`src/verilog/mlsd_regs.vh`:
```
/*
  register offsets, field positions, reset values and timing counts
  for the load measurement and stall detect block; definitions only
*/
`ifndef MLSD_REGS_VH
`define MLSD_REGS_VH

`define MLSD_CTRL_ADDR     12'h000
`define MLSD_VALUE_ADDR    12'h004
`define MLSD_STATUS_ADDR   12'h008
`define MLSD_INT_EN_ADDR   12'h00C
`define MLSD_INT_CLR_ADDR  12'h010

`define MLSD_CTRL_OFS_LSB  0
`define MLSD_CTRL_OFS_MSB  6
`define MLSD_CTRL_FILT_BIT 8
`define MLSD_OFS_RESET     7'h00
`define MLSD_FILT_RESET    1'b0

`define MLSD_EV_UPDATE     0
`define MLSD_EV_STALL      1
`define MLSD_EV_W          2

`define MLSD_VALUE_RESET   10'h3FF
`define MLSD_VALUE_MAX     12'h3FF
`define MLSD_OFS_SCALE     4
`define MLSD_FILT_STEPS    2'h3

`endif

```
`src/verilog/mlsd_avg.v`:
```
/*
  four-sample averager for offset-corrected load samples.
  assumes sample_valid is a one-cycle pulse per full step.
*/
`timescale 1ns/1ps
module mlsd_avg
(
  input  wire        clk,
  input  wire        rst,
  input  wire        sample_valid,
  input  wire [9:0]  sample,
  output reg         avg_valid,
  output reg  [9:0]  avg
);
  reg [11:0] acc;
  reg [1:0]  cnt;
  wire [11:0] sum;

  assign sum = acc + {2'h0, sample};

  always @(posedge clk or posedge rst)
  begin
    if (rst)
    begin
      acc       <= 12'h000;
      cnt       <= 2'h0;
      avg_valid <= 1'b0;
      avg       <= 10'h000;
    end
    else
    begin
      avg_valid <= 1'b0;
      if (sample_valid)
      begin
        if (cnt == 2'h3)
        begin
          avg       <= sum[11:2];
          avg_valid <= 1'b1;
          acc       <= 12'h000;
        end
        else
          acc <= sum;
        cnt <= cnt + 2'h1;
      end
    end
  end
endmodule

```
`src/verilog/mlsd_top.v`:
```
/*
  load value and stall detect logic with an apb register slave:
  offset correction, optional four-step averaging, stall output,
  sticky event status with one level interrupt.
  assumes full_step is a pin-level strobe and raw_load comes from the
  measurement front end, stable from a few cycles before full_step
  rises until it falls; steps are spaced at least four clocks apart;
  the apb master holds each request until pready is seen high.
*/
// The implementer's own choices: the placing of the registers and the APB interface to the registers.
// What this block does
// - a 7-bit two's complement offset sets stall level and shifts the reported range.
// - zero offset is neutral, positive lowers sensitivity, negative raises it.
// - with filtering on, four samples are averaged and one value is published per four steps.
// - with filtering off, the value is refreshed at every full step.
// - the load value is a 10-bit unsigned number from 0 to 1023.
// - larger values mean lighter load and 0 is the highest load.
// - the stall output is high while the load value reads 0.
`timescale 1ns/1ps
`include "mlsd_regs.vh"
module mlsd_top
(
  input  wire        clk,
  input  wire        rst,
  input  wire        psel,
  input  wire        penable,
  input  wire        pwrite,
  input  wire [11:0] paddr,
  input  wire [31:0] pwdata,
  output reg  [31:0] prdata,
  output reg         pready,
  output reg         pslverr,
  input  wire        full_step,
  input  wire [9:0]  raw_load,
  output reg         stall_flag_output,
  output reg         irq
);
  reg  [6:0]  load_threshold_offset;
  reg         load_filter_enable;
  reg  [9:0]  load_value;
  wire [`MLSD_EV_W-1:0] status;
  reg  [`MLSD_EV_W-1:0] int_en;
  reg  [`MLSD_EV_W-1:0] events;
  reg  [1:0]  step_sync;
  wire [9:0]  raw_s2;
  reg         step_prev;
  reg         sample_valid;
  reg  [9:0]  sample;
  reg  [9:0]  next_load_value;
  reg         next_update;
  reg  [31:0] next_prdata;
  reg         next_slverr;
  wire        avg_valid;
  wire [9:0]  avg;
  wire        step_rise;
  wire        wr_access;
  wire        rd_access;
  wire        ctrl_wr;
  wire        int_en_wr;
  wire        clr_access;
  wire        value_zero;
  genvar      gi;

  // offset scaled and sign-extended, added so positive raises the value
  // and more load is needed before the value reaches zero
  function [9:0] apply_offset;
    input [9:0] raw;
    input [6:0] ofs;
    reg signed [31:0] raw_w;
    reg signed [31:0] ofs_w;
    reg signed [31:0] t;
    begin
      raw_w = {22'h000000, raw};
      ofs_w = {{25{ofs[6]}}, ofs};
      t     = raw_w + ofs_w * `MLSD_OFS_SCALE;
      if (t < 0)
        apply_offset = 10'h000;
      else if (t > {20'h00000, `MLSD_VALUE_MAX})
        apply_offset = 10'h3FF;
      else
        apply_offset = t[9:0];
    end
  endfunction

  function is_addr;
    input [11:0] a;
    input [11:0] b;
    begin
      is_addr = (a == b);
    end
  endfunction

  assign step_rise = step_sync[1] & ~step_prev;
  assign wr_access = psel & penable & pwrite & ~pready;
  assign rd_access = psel & penable & ~pwrite & ~pready;
  assign ctrl_wr    = wr_access & is_addr(paddr, `MLSD_CTRL_ADDR);
  assign int_en_wr  = wr_access & is_addr(paddr, `MLSD_INT_EN_ADDR);
  assign clr_access = wr_access & is_addr(paddr, `MLSD_INT_CLR_ADDR);
  assign value_zero = (next_load_value == 10'h000);

  // synchronise the step strobe and the sample it qualifies
  always @(posedge clk or posedge rst)
  begin
    if (rst)
    begin
      step_sync <= 2'h0;
      step_prev <= 1'b0;
    end
    else
    begin
      step_sync <= {step_sync[0], full_step};
      step_prev <= step_sync[1];
    end
  end

  // two flops on every sample bit
  generate
    for (gi = 0; gi < 10; gi = gi + 1)
    begin : g_raw_sync
      reg s1;
      reg s2;
      always @(posedge clk or posedge rst)
      begin
        if (rst)
        begin
          s1 <= 1'b0;
          s2 <= 1'b0;
        end
        else
        begin
          s1 <= raw_load[gi];
          s2 <= s1;
        end
      end
      assign raw_s2[gi] = s2;
    end
  endgenerate

  // one offset-corrected sample per full step
  always @(posedge clk or posedge rst)
  begin
    if (rst)
    begin
      sample_valid <= 1'b0;
      sample       <= 10'h000;
    end
    else
    begin
      sample_valid <= step_rise;
      if (step_rise)
        sample <= apply_offset(raw_s2, load_threshold_offset);
    end
  end

  mlsd_avg u_avg
  (
    .clk          (clk),
    .rst          (rst),
    .sample_valid (sample_valid & load_filter_enable),
    .sample       (sample),
    .avg_valid    (avg_valid),
    .avg          (avg)
  );

  always @*
  begin
    next_update     = 1'b0;
    next_load_value = load_value;
    if (load_filter_enable)
    begin
      if (avg_valid)
      begin
        next_update     = 1'b1;
        next_load_value = avg;
      end
    end
    else if (sample_valid)
    begin
      next_update     = 1'b1;
      next_load_value = sample;
    end
  end

  // published value holds between update points
  always @(posedge clk or posedge rst)
  begin
    if (rst)
    begin
      load_value        <= `MLSD_VALUE_RESET;
      stall_flag_output <= 1'b0;
      events            <= {`MLSD_EV_W{1'b0}};
    end
    else
    begin
      load_value        <= next_load_value;
      stall_flag_output <= value_zero;
      events[`MLSD_EV_UPDATE] <= next_update;
      events[`MLSD_EV_STALL]  <= next_update & value_zero & ~stall_flag_output;
    end
  end

  always @*
  begin
    next_prdata = 32'h0000_0000;
    next_slverr = 1'b0;
    if (is_addr(paddr, `MLSD_CTRL_ADDR))
    begin
      next_prdata[`MLSD_CTRL_OFS_MSB:`MLSD_CTRL_OFS_LSB] = load_threshold_offset;
      next_prdata[`MLSD_CTRL_FILT_BIT] = load_filter_enable;
    end
    else if (is_addr(paddr, `MLSD_VALUE_ADDR))
      next_prdata[9:0] = load_value;
    else if (is_addr(paddr, `MLSD_STATUS_ADDR))
      next_prdata[`MLSD_EV_W-1:0] = status;
    else if (is_addr(paddr, `MLSD_INT_EN_ADDR))
      next_prdata[`MLSD_EV_W-1:0] = int_en;
    else if (!is_addr(paddr, `MLSD_INT_CLR_ADDR))
      next_slverr = 1'b1;
  end

  // apb slave: one wait state, answer in the second access cycle
  always @(posedge clk or posedge rst)
  begin
    if (rst)
    begin
      prdata                <= 32'h0000_0000;
      pready                <= 1'b0;
      pslverr               <= 1'b0;
      load_threshold_offset <= `MLSD_OFS_RESET;
      load_filter_enable    <= `MLSD_FILT_RESET;
      int_en                <= {`MLSD_EV_W{1'b0}};
    end
    else
    begin
      pready  <= wr_access | rd_access;
      pslverr <= (wr_access | rd_access) & next_slverr;
      prdata  <= rd_access ? next_prdata : 32'h0000_0000;
      if (ctrl_wr)
      begin
        load_threshold_offset <= pwdata[`MLSD_CTRL_OFS_MSB:`MLSD_CTRL_OFS_LSB];
        load_filter_enable    <= pwdata[`MLSD_CTRL_FILT_BIT];
      end
      if (int_en_wr)
        int_en <= pwdata[`MLSD_EV_W-1:0];
    end
  end

  // sticky status: set wins over write-one-to-clear
  generate
    for (gi = 0; gi < `MLSD_EV_W; gi = gi + 1)
    begin : g_status
      reg bit_q;
      always @(posedge clk or posedge rst)
      begin
        if (rst)
          bit_q <= 1'b0;
        else if (events[gi])
          bit_q <= 1'b1;
        else if (clr_access && pwdata[gi])
          bit_q <= 1'b0;
      end
      assign status[gi] = bit_q;
    end
  endgenerate

  // level interrupt, one cycle behind the status bits
  always @(posedge clk or posedge rst)
  begin
    if (rst)
      irq <= 1'b0;
    else
      irq <= |(status & int_en);
  end
endmodule

```
`config.mk`:
```
export PLATFORM = sky130hd
export DESIGN_NAME = mlsd_top
export DESIGN_NICKNAME = d
export VERILOG_FILES = /design/src/verilog/mlsd_avg.v /design/src/verilog/mlsd_top.v
export VERILOG_INCLUDE_DIRS = /design/src /design/src/verilog
export SDC_FILE = /design/constraint.sdc
export NUM_CORES = 1
export LEC_CHECK = 0
export ABC_CLOCK_PERIOD_IN_PS = 5500
export BUFFER_PORTS_ARGS = -buffer_cell sky130_fd_sc_hd__buf_4
export CORE_UTILIZATION = 60
export CTS_BUF_LIST = sky130_fd_sc_hd__clkbuf_8 sky130_fd_sc_hd__clkbuf_16
export CTS_CLUSTER_SIZE = 25
export DETAILED_ROUTE_END_ITERATION = 8
export PLACE_DENSITY = 0.86
export SYNTH_ARGS = -nofsm -noshare
export SYNTH_HDL_FRONTEND = slang
export SYNTH_SLANG_ARGS = --single-unit
```
`constraint.sdc`:
```
create_clock -name clk -period 5.5 [get_ports clk]
set_input_delay 1.65 -clock clk [delete_from_list [all_inputs] [get_ports clk]]
set_output_delay 1.65 -clock clk [all_outputs]
set_load 0.01 [all_outputs]
```
==> results of run 1 <==
-- power breakdown --
group | total (mW) | internal [mW] | switching, mW
Sequential | 0.796 | 0.760 | 0.0363
Combinational | 0.173 | 0.0794 | 0.0940
Clock | 0.518 | 0.280 | 0.237
Total | 1.49 | 1.12 | 0.368
-- worst max-delay path, stage by stage --
cell     delay (ns)
buf_4          0.11
or4_4          0.53
nor4_4         0.29
and2b_4        0.23
and2_1         0.39
mux2_1         0.39
-- sequential cells by signal, indices dropped and copies added (netlist names), 2 cells and up --
register               cells
u_avg.avg                 10
events                     2
load_threshold_offset      7
step_sync                  2
prdata                    10
g_raw_sync.s1             10
int_en                     2
load_value                10
g_status.bit_q             2
sample                    10
u_avg.acc                 12
g_raw_sync.s2             10
u_avg.cnt                  2
-- area by class of cell --
class | count | area, sq um | area share (%)
clock buffers | 11 | 151 | 2.77
well taps | 102 | 128 | 2.33
repair buffers | 50 | 375 | 6.86
clock inverters | 5 | 77.6 | 1.42
multi-input cells | 314 | 2250 | 41.1
flip-flops and latches | 97 | 2440 | 44.6
inverters | 14 | 53.8 | 0.983
-- cell usage in the layout, fill, tap and decap left out, types with 7 or more instances in the layout --
master,count
nor2b_1,13
mux2i_1,16
o21ai_0,23
a211oi_1,17
buf_4,50
clkbuf_8,11
dfrtp_1,87
ha_1,20
nor2_1,14
inv_1,14
dfstp_2,10
o211ai_1,7
xnor2_1,7
a21o_1,8
nand2_1,38
a21oi_1,19
mux2_1,9
conb_1,22
nand3_1,7
-- kinds of logic after synthesis --
| logic type | share of synthesized area, % |
|---|---|
| DFF | 49.4 |
| AOI/OAI and AO/OA | 15.3 |
| muxes | 6.90 |
| other | 0.0760 |
| xor gates and xnor gates | 1.95 |
| and+or+nand+nor | 13.9 |
| adders and majority gates | 5.88 |
| buffers and inverters | 6.62 |
-- through the flow --
step           power [mW]  cell area [sq um]
2_1_floorplan       0.930               5010
3_3_place_gp        0.970               5240
3_5_place_dp        0.979               5240
4_1_cts              1.49               5470
5_1_grt              1.55               5470
6_report             1.49               5470
-- routing by layer --
metal	wire length (um)	GRT usage [%]
met5	0	0
met1	4240	32.8
met3	433	4.76
met4	263	9.10
met2	4760	40.5
-- final timing paths --
path	depth (start not counted)	slack, ns	endpoint	start
hold reg to reg	0	0.35	g_raw_sync[0].s2	g_raw_sync[0].s1
setup / recovery	6	2.15	load_threshold_offset[4]	paddr[10]
min in group asynchronous	2	1.47	g_raw_sync[2].s1	rst
setup reg to reg	9	2.79	sample[3]	load_threshold_offset[0]
hold / removal	0	0.35	g_raw_sync[0].s2	g_raw_sync[0].s1
max in group asynchronous	3	2.99	load_value[0]	rst
==> summary.md, run 1 <==
| Metric | Value |
|---|---|
| Rel. slew slack | `36.9%` |
| Final WL | `9700 um` |
| TritonCTS buffer count | `9` |
| Crit Path Category | `in -> reg` |
| Non-filler cells, final | `593` |
| Final Hold Fails | `0` |
| IO Pins | `96` |
| Largest net degree at the start of global routing | `60` |
| # port buffers | `49` |
| GP Congestion | `0.916` |
| Fin. max-slew vios | `0` |
| Largest area contributor in the netlist | `dfrtp_1` |
| Ys async rst share | `100%` |
| Sequential-to-total area share from yosys stat | `49.4%` |
| Clk_lat worst skew | `0.36 ns` |
| Hold WS | `0.352 ns` |
| Routed vias/inst | `5.84` |
| Final #Nets | `568` |
| Synth cell types | `65` |
| Antenna Nets Post-Route | `0` |
| DIE WIDTH | `92.7 um` |
| Critical Path AT | `3.59 ns` |
| CP startpoint kind | `input port` |
| Grt ovf | `0` |
| Core Util, Final | `69.7%` |
| Clock slew at reported path FFs | `0.09 ns` |
| DIE AREA | `8590 sq um` |
| Clock tree sinks | `97` |
| Clk root buf | `clkbuf_8` |
| Core Area | `7850 sq um` |
| Hold Crit Class | `reg -> reg` |
| Leakage | `2.65 nW` |
| Post-CTS Setup Bufs | `0` |
| Routed len/inst | `16.4 um` |
| Clock Tree Buf Depth | `2` |
| # hold bufs at CTS | `0` |
| Critical-path maximum fanout | `9` |
| Hpwl dp | `7160 um` |
| Setup violations, final | `0` |
| Drt pass-1 iters | `6` |
| Yosys top cell area share | `44.1%` |
| Post-route DRC | `0` |
| Global-route wire length before repair | `16500 um` |
| Synthesis-to-layout area growth | `10.9%` |
| Fraction of layout cells with a size suffix above 1 | `20.6%` |
| Die H | `92.7 um` |
| Register bit total from synthesis | `97` |
| F_max | `0.299 GHz` |
| Antenna diodes | `0` |
| CTS tree | `yes` |
| Total number of vias | `3461` |
| Critical Path Sink Type | `register` |
| Status | `finished, final reports clean` |
| Gate count of the mapped netlist | `445` |
| DRT iter0 DRCs | `278` |
| Max-cap violations | `0` |
| Final min period | `3.35 ns` |
| # rows | `32` |
| Pre-CTS setup slack | `1.78 ns` |
| Filler cells | `579` |
| Initial antenna violation count | `0` |
| Power Density | `272 nW/um^2` |
| EDFF count, synth | `0` |
| RSZ-0062 raised after global routing | `no` |
| Max rail drop VDD | `0.189 mV` |
| Syn_area_per_cell | `11.1 sq um` |
| Fin crit share | `60.9%` |
| Final Worst Setup Slack | `2.15 ns` |
| Mapped Area | `4930 sq um` |
| Top-count cell post-synth | `dfrtp_1` |
| Yosys synthesis warning count | `0` |
| Commonest cells post-synth | `87 x dfrtp_1, 38 x nand2_1, 24 x buf_4, 23 x o21ai_0, 20 x ha_1` |
| Worst-Margin Slew | `0.945 ns` |
| Synth area leaders | `dfrtp_1 44%, dfstp_2 5.3%, ha_1 5.1%` |
| Vias in the first global route | `3438` |
| CTS H-tree lvls | `3` |
| Overall Global Routing Usage | `24.7%` |
| Top_reg_cell synth | `dfrtp_1` |
| Inst Count DP | `577` |
| Initial Util | `62.9%` |
| Post-cts sizing count | `0` |
| Setup TNS | `0 ns` |
| CP required | `5.74 ns` |
| Clock skew | `0.0119 ns` |
Note: power is estimated with default switching activity, not from simulation.
==> run 2: changes to the inputs <==
--- a/config.mk
+++ b/config.mk
@@ -6,13 +6,13 @@
 export SDC_FILE = /design/constraint.sdc
 export NUM_CORES = 1
 export LEC_CHECK = 0
-export ABC_CLOCK_PERIOD_IN_PS = 5500
+export ABC_CLOCK_PERIOD_IN_PS = 2700
 export BUFFER_PORTS_ARGS = -buffer_cell sky130_fd_sc_hd__buf_4
-export CORE_UTILIZATION = 60
+export CORE_UTILIZATION = 50
 export CTS_BUF_LIST = sky130_fd_sc_hd__clkbuf_8 sky130_fd_sc_hd__clkbuf_16
 export CTS_CLUSTER_SIZE = 25
 export DETAILED_ROUTE_END_ITERATION = 8
-export PLACE_DENSITY = 0.86
+export PLACE_DENSITY = 0.76
 export SYNTH_ARGS = -nofsm -noshare
 export SYNTH_HDL_FRONTEND = slang
 export SYNTH_SLANG_ARGS = --single-unit
==> constraint.sdc (replaced) <==
create_clock -name clk -period 2.7 [get_ports clk]
set_input_delay 0.81 -clock clk [delete_from_list [all_inputs] [get_ports clk]]
set_output_delay 0.81 -clock clk [all_outputs]
set_load 0.01 [all_outputs]
==> run 2 against run 1 <==
Worst setup slack got worse by 1.9 ns. Utilization shrank 11 points. Non-clock buffer count is 8 higher. Global-route usage shrank 4.3 points. Via count decreased by 0.43%. Clock power increased by 61%. Sequential share of layout area decreased by 0.50 points. Critical endpoint is now sample[5].
==> summary.md, run 2 (synthesis results as in run 1) <==
| Metric | Value |
|---|---|
| TritonCTS buffer count | `9 (unchanged)` |
| Final Hold Fails | `0 (unchanged)` |
| Largest net degree at the start of global routing | `98 (+63%)` |
| FF-to-FF setup slack | `0.27 ns (-2.52 ns)` |
| IO Pins | `96 (unchanged)` |
| Total number of vias | `3446 (-0.43%)` |
| Area of the multi-input gates | `2250 sq um (unchanged)` |
| Grt ovf | `0 (unchanged)` |
| Hold Crit Class | `reg -> reg` |
| Reg area | `2440 sq um (unchanged)` |
| Leakage | `2.65 nW (+0.15%)` |
| Fin. max-slew vios | `0 (unchanged)` |
| Antenna Nets Post-Route | `0 (unchanged)` |
| Setup violations, final | `0 (unchanged)` |
| CP required | `2.94 ns (-2.80 ns)` |
| # hold bufs at CTS | `0 (unchanged)` |
| Reg2reg end | `sample[5]` |
| Power Density | `507 nW/um^2 (+86%)` |
| Final Worst Setup Slack | `0.266 ns (-1.89 ns)` |
| Hpwl dp | `7250 um (+1.3%)` |
| Global Route met1 Usage | `26.3% (-6.6 points)` |
| Grt peak-use layer | `met2` |
| Global-route wire length before repair | `16000 um (-2.6%)` |
| Antenna diodes | `0 (unchanged)` |
| Routed len/inst | `15.3 um (-6.5%)` |
| # rows | `35 (+9.4%)` |
| Met3 Resource Use GR | `4.62% (-0.14 points)` |
| Initial antenna violation count | `0 (unchanged)` |
| DIE WIDTH | `101 um (+9.3%)` |
| Register-to-Register Path Depth | `9 (unchanged)` |
| Initial Util | `52.4% (-10 points)` |
| # port buffers | `49 (unchanged)` |
| F_max | `0.411 GHz` |
| Post-CTS Setup Bufs | `0 (unchanged)` |
| DIE AREA | `10300 sq um (+20%)` |
| Crit Path Category | `reg -> reg` |
| Final WL | `9570 um (-1.3%)` |
| Overall Global Routing Usage | `20.4% (-4.3 points)` |
| CTS H-tree lvls | `3 (unchanged)` |
| Global-route met2 utilization | `34.2% (-6.3 points)` |
| Max-cap violations | `0 (unchanged)` |
| CP startpoint kind | `register` |
| Max FFs per register | `12 (unchanged)` |
| Status | `finished, final reports clean` |
| Drt pass-1 iters | `4 (-2)` |
| Most frequent cells in the layout | `87 x dfrtp_1, 56 x buf_4, 38 x nand2_1` |
| Hold endpoint | `g_raw_sync[5].s2` |
| Fin crit share | `90.2%` |
| Clock slew at reported path FFs | `0.08 ns (about the same)` |
| Rel. slew slack | `48.7% (+12 points)` |
| Pre-CTS setup slack | `-0.0246 ns (-1.80 ns)` |
| Worst hold path startpoint | `g_raw_sync[5].s1` |
| Biggest register | `u_avg.acc` |
| Reg-to-Reg Start | `load_threshold_offset[0]` |
| Final min period | `2.43 ns` |
| Post-route DRC | `0 (unchanged)` |
| GP Congestion | `0.853 (-6.9%)` |
| Routed vias/inst | `5.50 (-5.7%)` |
| Post-cts sizing count | `0 (unchanged)` |
| Clk root buf | `clkbuf_8` |
| Core Area | `9420 sq um (+20%)` |
| DRT iter0 DRCs | `103 (-63%)` |
| Filler cells | `798 (+38%)` |
| Most common cell after layout, fill and taps aside | `dfrtp_1` |
| Fraction of layout cells with a size suffix above 1 | `21.5% (+0.96 points)` |
| Hold WS | `0.352 ns (+0.000351 ns)` |
| Clk_lat worst skew | `0.36 ns (about the same)` |
| Worst-Margin Slew | `0.770 ns (-0.175 ns)` |
| Synthesis-to-layout area growth | `12.2%` |
| RSZ-0062 raised after global routing | `no` |
| Clock skew | `0.0111 ns (-0.000814 ns)` |
| CTS tree | `yes` |
| Min-Delay Path Depth | `0 (unchanged)` |
| Die H | `101 um (+9.3%)` |
| Critical-path maximum fanout | `10 (+1)` |
| Final #Nets | `576 (+1.4%)` |
| Critical Path AT | `2.68 ns (-0.91 ns)` |
| Clock Tree Buf Depth | `2 (unchanged)` |
| Clock tree sinks | `97 (unchanged)` |
| Max rail drop VDD | `0.275 mV (+45%)` |
| Vias in the first global route | `3310 (-3.7%)` |
| Critical Path Sink Type | `register` |
[run 2: area by class of cell]
| type | count | share of cell area, % |
|---|---|---|
| sequential | 97 | 44.1 |
| multi-input combinational | 314 | 40.6 |
| timing repair buffer | 58 | 8.32 |
| tap | 129 | 2.92 |
| clock buffer | 11 | 2.74 |
| inverter | 14 | 1.02 |
| clock inverter | 3 | 0.339 |
[run 2: worst max path at each step]
stage	start	to	slack, ns	cells past startpoint
after floorplan	paddr[10]	load_filter_enable	0.22	6
after global placement	paddr[10]	load_threshold_offset[6]	0.02	7
after detailed placement	paddr[10]	load_threshold_offset[5]	-0.02	7
final	load_threshold_offset[0]	sample[5]	0.27	9
after CTS	load_threshold_offset[0]	sample[5]	0.27	9
after global routing	load_threshold_offset[0]	sample[3]	0.13	9
[run 2: worst max-delay path, stage by stage (launching register included)]
cell      delay [ns]
dfrtp_1         0.39
ha_1            0.22
inv_1           0.07
fa_1            0.41
nor2b_1         0.18
o31ai_1         0.12
a211o_1         0.29
nand2b_1        0.25
a211oi_1        0.13
a221o_1         0.27
[run 2: power breakdown]
group	internal, mW	switching [mW]	total [mW]	leakage [nW]
clock network	0.372	0.462	0.834	0.0847
logic	0.166	0.188	0.354	1.33
registers	1.55	0.0700	1.62	1.23
total	2.09	0.720	2.81	2.65
[run 2: stage by stage]
| stage | util (%) | instance area (sq um) | power (mW) | std cells | setup TNS [ns] |
|---|---|---|---|---|---|
| after floorplan | - | 5020 | 1.89 | 466 | 0 |
| after global placement | 57.0 | 5370 | 1.99 | 612 | 0 |
| after detailed placement | 57.0 | 5370 | 2.00 | 612 | -0.0856 |
| after CTS | 58.8 | 5540 | 2.84 | 626 | 0 |
| after global routing | 58.8 | 5540 | 2.95 | 626 | 0 |
| final | 58.8 | 5540 | 2.81 | 626 | 0 |
[run 2: layer usage]
layer  up-vias  part of all wire, %
met4         0                  1.1
met5         -                    0
li1       1643                    -
met2        89                   50
met3        12                  3.9
met1      1702                   45
